`src/host_bus_regs.svh`:
```
// Constants of the host bus ready and decode block
`ifndef HOST_BUS_REGS_SVH
`define HOST_BUS_REGS_SVH
`define ADDR_MSB           15
`define ADDR_LSB           1
`define DECODE_LSB         4
`define STRAP_SYNC_MODE    1'b0
`define SYNC_STAGES        2
`define SYNC_READY_RST     1'b1
`endif

```
`src/host_bus_pkg.sv`:
```
// Types of the host bus ready and decode block
package host_bus_pkg;
   typedef enum logic [1:0] {
      ST_IDLE  = 2'b00,
      ST_WAIT  = 2'b01,
      ST_READY = 2'b10,
      ST_BURST = 2'b11
   } sync_state_e;
endpackage

```
`src/host_bus_ready_decode.sv`:
```
// Host bus select decode, ready generation and interrupt pin
`timescale 1ns/1ps
`include "host_bus_regs.svh"
module host_bus_ready_decode
   import host_bus_pkg::*;
#(
   parameter int IRQ_BITS = 16
) (
   input  wire logic                          clk_sys_i,
   input  wire logic                          rst_i,
   input  wire logic                          bus_clk_i,
   input  wire logic [`ADDR_MSB:`ADDR_LSB]    address_i,
   input  wire logic                          address_qualifier_n_i,
   input  wire logic                          address_strobe_n_i,
   input  wire logic                          async_read_strobe_n_i,
   input  wire logic                          async_write_strobe_n_i,
   input  wire logic                          command_cycle_n_i,
   input  wire logic                          sync_write_not_read_i,
   input  wire logic                          bus_mode_strap_n_i,
   input  wire logic                          burst_select_i,
   input  wire logic [15:0]                   base_address_i,
   input  wire logic [IRQ_BITS-1:0]           irq_status_i,
   input  wire logic                          access_done_i,
   output logic                               local_select_n_o,
   output logic                               local_select_n_oe_o,
   output logic                               irq_out_n_o,
   output logic                               irq_out_n_oe_o,
   output logic                               async_ready_o,
   output logic                               async_ready_oe_o,
   output logic                               sync_ready_n_o,
   output logic                               extended_burst_mode_o,
   output logic                               sync_local_bus_mode_o,
   output logic                               access_write_o,
   output logic [`ADDR_MSB:`ADDR_LSB]         latched_address_o,
   output logic                               latched_qualifier_n_o
);
   localparam int AW = `ADDR_MSB - `ADDR_LSB + 1;
   localparam int SW = AW + 7;

   logic [SW-1:0] pins_raw;
   logic [SW-1:0] pins_s;
   logic [AW-1:0] addr_s;
   logic          aq_n_s;
   logic          ads_n_s;
   logic          rd_n_s;
   logic          wr_n_s;
   logic          cyc_n_s;
   logic          swr_s;
   logic          bclk_s;
   logic          bclk_d1_q;
   logic          ads_d1_q;
   logic          bclk_rise;
   logic          ads_rise;
   logic          sel_s;
   logic          strap_q;
   logic          strap_taken_q;
   logic          pend_q;
   logic          pend_clr;
   logic          async_active;
   logic          burst_mode;
   sync_state_e   state_q;
   sync_state_e   state_d;

   assign pins_raw = {address_i, address_qualifier_n_i, address_strobe_n_i, async_read_strobe_n_i,
                      async_write_strobe_n_i, command_cycle_n_i, sync_write_not_read_i, bus_clk_i};

   pin_sync #(
      .WIDTH   (SW),
      .RST_VAL ({{AW{1'b0}}, 7'h7C})
   ) u_pin_sync (
      .clk_sys_i (clk_sys_i),
      .rst_i     (rst_i),
      .pin_i     (pins_raw),
      .sync_o    (pins_s)
   );

   assign {addr_s, aq_n_s, ads_n_s, rd_n_s, wr_n_s, cyc_n_s, swr_s, bclk_s} = pins_s;

   // pure gate path from the pins, no flop
   assign local_select_n_o    = !(!address_qualifier_n_i &&
                                  (address_i[`ADDR_MSB:`DECODE_LSB] == base_address_i[15:`DECODE_LSB]));
   assign local_select_n_oe_o = 1'b1;

   // Synchronised copy of the decode for the ready logic
   assign sel_s = !aq_n_s && (addr_s[AW-1:`DECODE_LSB-`ADDR_LSB] == base_address_i[15:`DECODE_LSB]);

   always_ff @(posedge clk_sys_i or posedge rst_i) begin
      if (rst_i) begin
         bclk_d1_q <= 1'b0;
         ads_d1_q  <= 1'b1;
      end else begin
         bclk_d1_q <= bclk_s;
         ads_d1_q  <= ads_n_s;
      end
   end
   assign bclk_rise = bclk_s && !bclk_d1_q;
   assign ads_rise  = ads_n_s && !ads_d1_q;

   // strap caught once after reset release
   always_ff @(posedge clk_sys_i or posedge rst_i) begin
      if (rst_i) begin
         strap_q       <= `STRAP_SYNC_MODE;
         strap_taken_q <= 1'b0;
      end else if (!strap_taken_q) begin
         strap_q       <= bus_mode_strap_n_i;
         strap_taken_q <= 1'b1;
      end
   end

   assign burst_mode            = strap_q && burst_select_i;
   assign sync_local_bus_mode_o = strap_taken_q && (strap_q == `STRAP_SYNC_MODE);
   assign extended_burst_mode_o = strap_taken_q && burst_mode;

   always_ff @(posedge clk_sys_i or posedge rst_i) begin
      if (rst_i) begin
         latched_address_o     <= '0;
         latched_qualifier_n_o <= 1'b1;
      end else if (ads_rise) begin
         latched_address_o     <= addr_s;
         latched_qualifier_n_o <= aq_n_s;
      end
   end

   always_ff @(posedge clk_sys_i or posedge rst_i) begin
      if (rst_i) begin
         access_write_o <= 1'b0;
      end else if (bclk_rise && state_q == ST_IDLE) begin
         access_write_o <= burst_mode ? !cyc_n_s : swr_s;
      end else if (async_active) begin
         access_write_o <= !wr_n_s;
      end
   end

   // Completion may pulse between bus clock edges, so hold it; set wins over clear
   assign pend_clr = (bclk_rise && (state_q == ST_WAIT || state_q == ST_BURST)) ||
                     (strap_q && !burst_mode && !async_active);
   always_ff @(posedge clk_sys_i or posedge rst_i) begin
      if (rst_i) begin
         pend_q <= 1'b0;
      end else if (access_done_i) begin
         pend_q <= 1'b1;
      end else if (pend_clr) begin
         pend_q <= 1'b0;
      end
   end

   always_comb begin
      state_d = state_q;
      case (state_q)
         ST_IDLE: begin
            if (!strap_taken_q) begin
               state_d = ST_IDLE;
            end else if (!strap_q && sel_s && !cyc_n_s) begin
               state_d = ST_WAIT;
            end else if (burst_mode && sel_s && !ads_n_s) begin
               state_d = ST_BURST;
            end
         end
         ST_WAIT: begin
            if (pend_q) begin
               state_d = ST_READY;
            end
         end
         ST_READY: begin
            state_d = ST_IDLE;
         end
         ST_BURST: begin
            if (!sel_s) begin
               state_d = ST_IDLE;
            end
         end
         default: begin
            state_d = ST_IDLE;
         end
      endcase
   end

   // state and ready move only on bus clock rises
   always_ff @(posedge clk_sys_i or posedge rst_i) begin
      if (rst_i) begin
         state_q <= ST_IDLE;
      end else if (bclk_rise) begin
         state_q <= state_d;
      end
   end

   always_ff @(posedge clk_sys_i or posedge rst_i) begin
      if (rst_i) begin
         sync_ready_n_o <= `SYNC_READY_RST;
      end else if (bclk_rise) begin
         // low for each burst wait state
         sync_ready_n_o <= !((state_d == ST_READY) || (state_d == ST_BURST && !pend_q));
      end
   end

   // async access runs on the system clock only
   assign async_active = strap_taken_q && strap_q && !burst_mode && sel_s && (!rd_n_s || !wr_n_s);

   // pull ready low until the transfer can finish
   always_ff @(posedge clk_sys_i or posedge rst_i) begin
      if (rst_i) begin
         async_ready_oe_o <= 1'b0;
      end else begin
         async_ready_oe_o <= async_active && !pend_q && !access_done_i;
      end
   end
   assign async_ready_o = 1'b0;

   // open-drain interrupt low while any status bit set
   always_ff @(posedge clk_sys_i or posedge rst_i) begin
      if (rst_i) begin
         irq_out_n_oe_o <= 1'b0;
      end else begin
         irq_out_n_oe_o <= |irq_status_i;
      end
   end
   assign irq_out_n_o = 1'b0;

   // Assertions
   property p_irq_follow;
      @(posedge clk_sys_i) disable iff (rst_i)
      (|irq_status_i) |=> irq_out_n_oe_o;
   endproperty
   a_irq_follow: assert property (p_irq_follow) else $error("irq not driven low");

   property p_irq_release;
      @(posedge clk_sys_i) disable iff (rst_i)
      !(|irq_status_i) |=> !irq_out_n_oe_o;
   endproperty
   a_irq_release: assert property (p_irq_release) else $error("irq not released");

   property p_select;
      @(posedge clk_sys_i) disable iff (rst_i)
      local_select_n_o == !(!address_qualifier_n_i &&
                            (address_i[`ADDR_MSB:`DECODE_LSB] == base_address_i[15:`DECODE_LSB]));
   endproperty
   a_select: assert property (p_select) else $error("select decode wrong");

   property p_qual_blocks;
      @(posedge clk_sys_i) disable iff (rst_i)
      address_qualifier_n_i |-> local_select_n_o;
   endproperty
   a_qual_blocks: assert property (p_qual_blocks) else $error("select with qualifier high");

   property p_ready_step;
      @(posedge clk_sys_i) disable iff (rst_i)
      !bclk_rise |=> $stable(sync_ready_n_o);
   endproperty
   a_ready_step: assert property (p_ready_step) else $error("sync ready moved off bus clock");

   property p_ready_fall;
      @(posedge clk_sys_i) disable iff (rst_i)
      (bclk_rise && state_q == ST_WAIT && pend_q) |=> (!sync_ready_n_o && state_q == ST_READY);
   endproperty
   a_ready_fall: assert property (p_ready_fall) else $error("no ready fall on completion");

   property p_burst_wait;
      @(posedge clk_sys_i) disable iff (rst_i)
      (bclk_rise && state_q == ST_BURST && sel_s && !pend_q) |=> !sync_ready_n_o;
   endproperty
   a_burst_wait: assert property (p_burst_wait) else $error("burst wait not low");

   property p_async_extend;
      @(posedge clk_sys_i) disable iff (rst_i)
      (async_active && !pend_q && !access_done_i) |=> async_ready_oe_o;
   endproperty
   a_async_extend: assert property (p_async_extend) else $error("async ready not extending");

   property p_async_release;
      @(posedge clk_sys_i) disable iff (rst_i)
      access_done_i |=> !async_ready_oe_o;
   endproperty
   a_async_release: assert property (p_async_release) else $error("async ready held after done");

   property p_strap_hold;
      @(posedge clk_sys_i) disable iff (rst_i)
      strap_taken_q |=> (strap_taken_q && $stable(strap_q));
   endproperty
   a_strap_hold: assert property (p_strap_hold) else $error("strap changed after capture");

   property p_latch;
      @(posedge clk_sys_i) disable iff (rst_i)
      ads_rise |=> (latched_address_o == $past(addr_s) && latched_qualifier_n_o == $past(aq_n_s));
   endproperty
   a_latch: assert property (p_latch) else $error("address not latched");

   property p_mode;
      @(posedge clk_sys_i) disable iff (rst_i)
      strap_taken_q |-> (sync_local_bus_mode_o == !strap_q);
   endproperty
   a_mode: assert property (p_mode) else $error("mode decode wrong");

   c_sync_done:  cover property (@(posedge clk_sys_i) disable iff (rst_i) state_q == ST_READY);
   c_burst_wait: cover property (@(posedge clk_sys_i) disable iff (rst_i)
                                 state_q == ST_BURST && !sync_ready_n_o);
   c_async_ext:  cover property (@(posedge clk_sys_i) disable iff (rst_i) async_ready_oe_o ##1 !async_ready_oe_o);
endmodule

```
`src/pin_sync.sv`:
```
// Two-stage synchroniser for pin inputs
`timescale 1ns/1ps
module pin_sync #(
   parameter int               WIDTH   = 1,
   parameter logic [WIDTH-1:0] RST_VAL = '0
) (
   input  wire logic             clk_sys_i,
   input  wire logic             rst_i,
   input  wire logic [WIDTH-1:0] pin_i,
   output logic      [WIDTH-1:0] sync_o
);
   logic [WIDTH-1:0] meta_q;

   // Reset to each pin's idle level, so no false edge follows reset
   always_ff @(posedge clk_sys_i or posedge rst_i) begin
      if (rst_i) begin
         meta_q <= RST_VAL;
         sync_o <= RST_VAL;
      end else begin
         meta_q <= pin_i;
         sync_o <= meta_q;
      end
   end
endmodule

```
`config.mk`:
```
export PLATFORM = sky130hd
export DESIGN_NAME = host_bus_ready_decode
export DESIGN_NICKNAME = d
export VERILOG_FILES = /design/src/host_bus_pkg.sv /design/src/host_bus_ready_decode.sv /design/src/pin_sync.sv
export VERILOG_INCLUDE_DIRS = /design/src
export SDC_FILE = /design/constraint.sdc
export NUM_CORES = 1
export LEC_CHECK = 0
export BUFFER_PORTS_ARGS = -buffer_cell sky130_fd_sc_hd__buf_4
export CAP_MARGIN = 5
export CORE_MARGIN = 5
export CORE_UTILIZATION = 45
export CTS_BUF_LIST = sky130_fd_sc_hd__clkbuf_4
export CTS_CLUSTER_DIAMETER = 50
export DETAILED_ROUTE_END_ITERATION = 12
export PLACE_DENSITY = 0.72
export SYNTH_ARGS = -nofsm -noshare
export SYNTH_HDL_FRONTEND = slang
export SYNTH_SLANG_ARGS = --single-unit
```
`constraint.sdc`:
```
create_clock -name clk_sys_i -period 3.7 [get_ports clk_sys_i]
set_clock_uncertainty 0.05 [all_clocks]
set_input_delay 0.185 -clock clk_sys_i [delete_from_list [all_inputs] [get_ports clk_sys_i]]
set_output_delay 0.185 -clock clk_sys_i [all_outputs]
set_load 0.02 [all_outputs]
```
* Word-level counts from Yosys, hierarchy flattened
Cells that the tools add are included.
Widths: inputs -> output; s select.
** Cells by class
- Mux-type cells :: 11
- Reduce and logical (&&, ||, !) cells :: 45
- Bitwise logic cells :: 1
- Equality and inequality tests :: 7
** Operators by type and width (count)
- $eq 12x12->1 :: 2
- $logic_and 1x1->1 :: 22
- $reduce_or 16->1 :: 1
- $logic_not 1->1 :: 15
- $mux 2 :: 5
- $eq 2x2->1 const B :: 4
- $pmux 2 s4 :: 1
- $mux 1 :: 5
- $logic_or 1x1->1 :: 4
- $reduce_bool 2->1 :: 2
- $eq 2x1->1 const B :: 1
- $logic_not 2->1 :: 1
- $not 1->1 :: 1
** Word-level totals
- Word-level logic and storage cells :: 78
- Register bits after elaboration :: 71
- Output and inout bits :: 26
- Input port bits :: 59

* Longest topological paths before layout
- Depth after elaboration :: 12
- Depth in mapped cells :: 6
- Gate-level depth less buffers :: 5

* Cells and area by module
A second synthesis with hierarchy kept.
** Unflattened totals
- Cells, all modules :: 178
- Area, all modules :: 2591.2 um^2
** Modules (own cells, without submodules)
- host_bus_ready_decode :: cells an instance 133, area an instance 1473.9 um^2, times used 1
- pin_sync :: cells an instance 45, area an instance 1117.3 um^2, times used 1

* Worst setup path after synthesis
No wires, ideal clock.
- Path kind :: flip-flop to flip-flop
- Start :: register ads_d1_q
- End :: register latched_address_o[10] (netlist bit)
- Clock period less this slack :: 1.580 ns
- Path slack :: 2.120 ns
- Cell stages (with the launch flop) :: 5
- Data arrival time :: 1.405 ns
- Path through :: dfstp_2 nand2b_1 clkbuf_1 buf_2 mux2_2
** On the way
- Longest elaborated chain between the ends :: 2
** RTL lines
- from (decl) :: RTL line host_bus_ready_decode.sv:51 : logic ads_d1_q;
- from (signal assigned) :: RTL line host_bus_ready_decode.sv:93 : ads_d1_q <= ads_n_s;
- $logic_not 1->1 :: RTL line host_bus_ready_decode.sv:97 : assign ads_rise = ads_n_s && !ads_d1_q;
- $logic_and 1x1->1 :: RTL line host_bus_ready_decode.sv:97
- to (signal assigned) :: RTL line host_bus_ready_decode.sv:119 : latched_address_o <= addr_s;
- to (decl) :: RTL line host_bus_ready_decode.sv:34 : output logic [`ADDR_MSB:`ADDR_LSB] latched_address_o,
No other way between the ends.
A chain may end at the register's enable or synchronous reset.

* Final worst setup path
- Start :: input port address_i[9] (netlist bit)
- End :: output port local_select_n_o
** On the way
- Longest elaborated chain between the ends :: 3
** RTL lines
- from (decl) :: RTL line host_bus_ready_decode.sv:12 : input wire logic [`ADDR_MSB:`ADDR_LSB] address_i,
- $eq 12x12->1 :: RTL line host_bus_ready_decode.sv:81 : (address_i[`ADDR_MSB:`DECODE_LSB] == base_address_i[15:`DECODE_LSB]));
- $logic_and 1x1->1 :: RTL line host_bus_ready_decode.sv:80 : assign local_select_n_o = !(!address_qualifier_n_i &&
- $logic_not 1->1 :: RTL line host_bus_ready_decode.sv:80
- to (decl) :: RTL line host_bus_ready_decode.sv:24 : output logic local_select_n_o,
No other way between the ends.

==> impl_results.md <==
* Critical path launch point type: input pin
* TritonCTS clock tree: built
* Max VDD drop at between 0.2 and 0.3 mV
* Tmin final at roughly 2.3 ns
* Detailed placer's ending HPWL at 3.77 mm
* Starting density of the core at ~47%
* Gate count of the mapped netlist at about 180
* Pre-CTS WS at roughly 1.9 ns
* Number of detailed-route iterations in the first pass at 4
* Maxcap violations at 0
* Seq/Total Area, Yosys at a little over two thirds
* Row count at 27
* DR WL/cell at roughly 14 microns
* Slew margin rel. at around a third
* Final setup viols at 0
* WP data arrival at 2.11 ns
* CTS buffer count at 9
* Setup Crit Path Kind: input pin to primary output
* Most frequent cell on the critical path: buf_4
* Non-filler cells, final at ~370
* Layout Nets at 353
* Clock Tree Root: clkbuf_4
* Post-CTS setup buffers at 0
* Iter 0 DRT Violations at 58
* Inserted Diodes at 0
* Total number of vias at 1801
* Max Slew Vio Count at 0
* Leakage power at 1.65 nW
* Layout cells sized above 1 at 41.5%
* CP Capture Type: primary output
* Vias per inst at between 4 and 5
* First-pass GRT wire length at ~9 mm
* Number of clock sinks at slightly above 70
* RSZ-0062 raised after global routing: false
* Final Hold Fails at 0
* Total GRT Usage at between 15 and 20%
* Final core occ at 65.2%
* Gr ovfl total at 0
* Hold slack at around 0.042 ns
* Die area at around 7400 sq um
* DRT antenna net count at 0
* CTS resizes at 0
* # IOs at 85
* Commonest non-fill, non-tap cell in the layout: buf_4
* Register area at 1790 sq um
* Worst slew pin tran at just over 1 ns
* CP Data Required Time at 3.46 ns
* Period utilization at approximately 63%
* Placer Congestion at 0.789
* CP delay by family, top: simple AND/OR/NAND/NOR gates
* Hold Path Class: input pin to flip-flop
* FMAX at between 400 and 500 MHz
* Yosys warns at 0
* DIE WIDTH at approximately 86 microns
* DRC at 0
* Setup ws final at ~1.4 ns
* Htree depth at 3
* Clock-pin slew on the worst setup and hold paths at 0.09 ns
* Hold buffers post-CTS at 27
* Placed Cells at approximately 330
* WP buf/inv at 3
* Post-Syn Area per Cell at approximately 14 sq um
* Outcome: completed
* Crit path max fanout at 2
* Die H at ~86 microns
* Count of different cell masters after synthesis at 33
* Number of global-route vias before repair at approximately 1900
* Register bit total from synthesis at 71
* Wirelength, routed at between 5 and 6 mm
* Initial antenna violation count at 0
* Setup_tns at 0 ns
* Slowest stage delay, CP at 0.54 ns
* Crit path max-delay cell type: dlygate4sd3_1
* Fillers at between 400 and 500
* Synthesis-to-finish area growth at 39.8%
* Clock Tree Buf Depth at 2
* Multi-input gate area at around 750 sq um
* Area of the mapped netlist at 2580 sq um
* Most frequent cells in the layout: buf_4 (78), dfrtp_1 (58), dlygate4sd3_1 (27)
* Clock latency on the worst-skew pair at 0.40 ns
* Worst-path cell chain: dlygate4sd3_1 > buf_4 > xor2_1 > nor4_1 > nand4_1 > or4_1 > buf_4
* Pin count of the biggest net entering global routing at 51
* Count of input and output buffers at 77
* PD cells at about 420 nW/um^2
* Core ar. at ~5500 sq um
## power breakdown
| part | internal, mW | switching [mW] |
|---|---|---|
| Combinational | 0.133 | 0.114 |
| Clock | 0.158 | 0.245 |
| Sequential | 0.837 | 0.0297 |
| Total | 1.13 | 0.389 |
## registers in the layout (all words and copies together) (netlist names), 2 cells and up
name and flops:
u_pin_sync.meta_q 22, u_pin_sync.sync_o 22, latched_address_o 15, state_q 2
## layer usage
layer	share of wire, %	vias up	wire length (microns)	global-route usage (%)
met3	8.3	11	444	4.90
li1	-	854	-	-
met2	50	78	2640	25.8
met4	2.0	0	105	9.06
met1	40	858	2140	19.4
met5	0	-	0	0
## cells by family (layout without fill, tap and decap cells)
kind of cell | count (synthesis) | in the layout | synth area share [%]
simple gates | 46 | 46 | 9.69
compound gates | 15 | 15 | 3.68
mux | 16 | 16 | 6.98
xor+xnor | 24 | 24 | 8.14
other cells | 2 | 4 | 0.291
buf+inv | 8 | 123 | 1.79
flops | 71 | 71 | 69.4
## cell type report
class	instances	share of cell area, %
multi-input combinational	105	20.8
inverter	2	0.208
clock buffer	12	2.50
clock inverter	4	0.624
sequential	71	49.7
tap	72	2.50
timing repair buffer	105	23.7
## synth_stat cells, drive strengths merged
master / count / area share (%)
a211o: 1 / 0.34
a21oi: 3 / 0.58
a311oi: 1 / 0.34
a31o: 2 / 0.68
a31oi: 2 / 0.48
and2: 1 / 0.24
and3: 1 / 0.24
and4: 2 / 0.68
and4b: 1 / 0.39
buf: 5 / 1.4
clkbuf: 1 / 0.15
conb: 2 / 0.29
dfrtp: 58 / 56
dfstp: 13 / 13
inv: 2 / 0.29
mux2: 16 / 7.0
nand2: 9 / 1.3
nand2b: 2 / 0.48
nand3: 3 / 0.58
nand3b: 2 / 0.58
nand4: 3 / 0.73
nor2: 8 / 1.2
nor2b: 2 / 0.48
nor3: 3 / 0.58
nor4: 7 / 1.7
o21ai: 4 / 0.78
o22ai: 2 / 0.48
or3: 1 / 0.24
or4: 1 / 0.29
xnor2: 7 / 2.4
xor2: 17 / 5.8
## worst min-delay path: cells and delay by family
| family | cells | cell delay, ns |
|---|---|---|
| buf+inv | 1 | 0.09 |
| compound gates | 2 | 0.15 |
## per-stage QoR
stage	instance area, sq um	total power [mW]
detailed placement	3230	1.11
floorplan	2590	0.991
global route	3610	1.60
CTS	3610	1.54
global placement	3230	1.11
finish	3610	1.52
## path summary, 6_finish.rpt
| path | cells past startpoint | start | slack, ns | endpoint |
|---|---|---|---|---|
| max | 7 | address_i[9] | 1.35 | local_select_n_o |
| min | 3 | access_done_i | 0.04 | pend_q |
| max reg2reg | 5 | u_pin_sync.sync_o[11] | 1.86 | access_write_o |
| min reg2reg | 0 | u_pin_sync.meta_q[11] | 0.31 | u_pin_sync.sync_o[11] |
| max in group asynchronous | 4 | rst_i | 2.16 | sync_ready_n_o |
| min in group asynchronous | 3 | rst_i | 0.54 | latched_address_o[12] |
(Power assumes the default switching activity.)
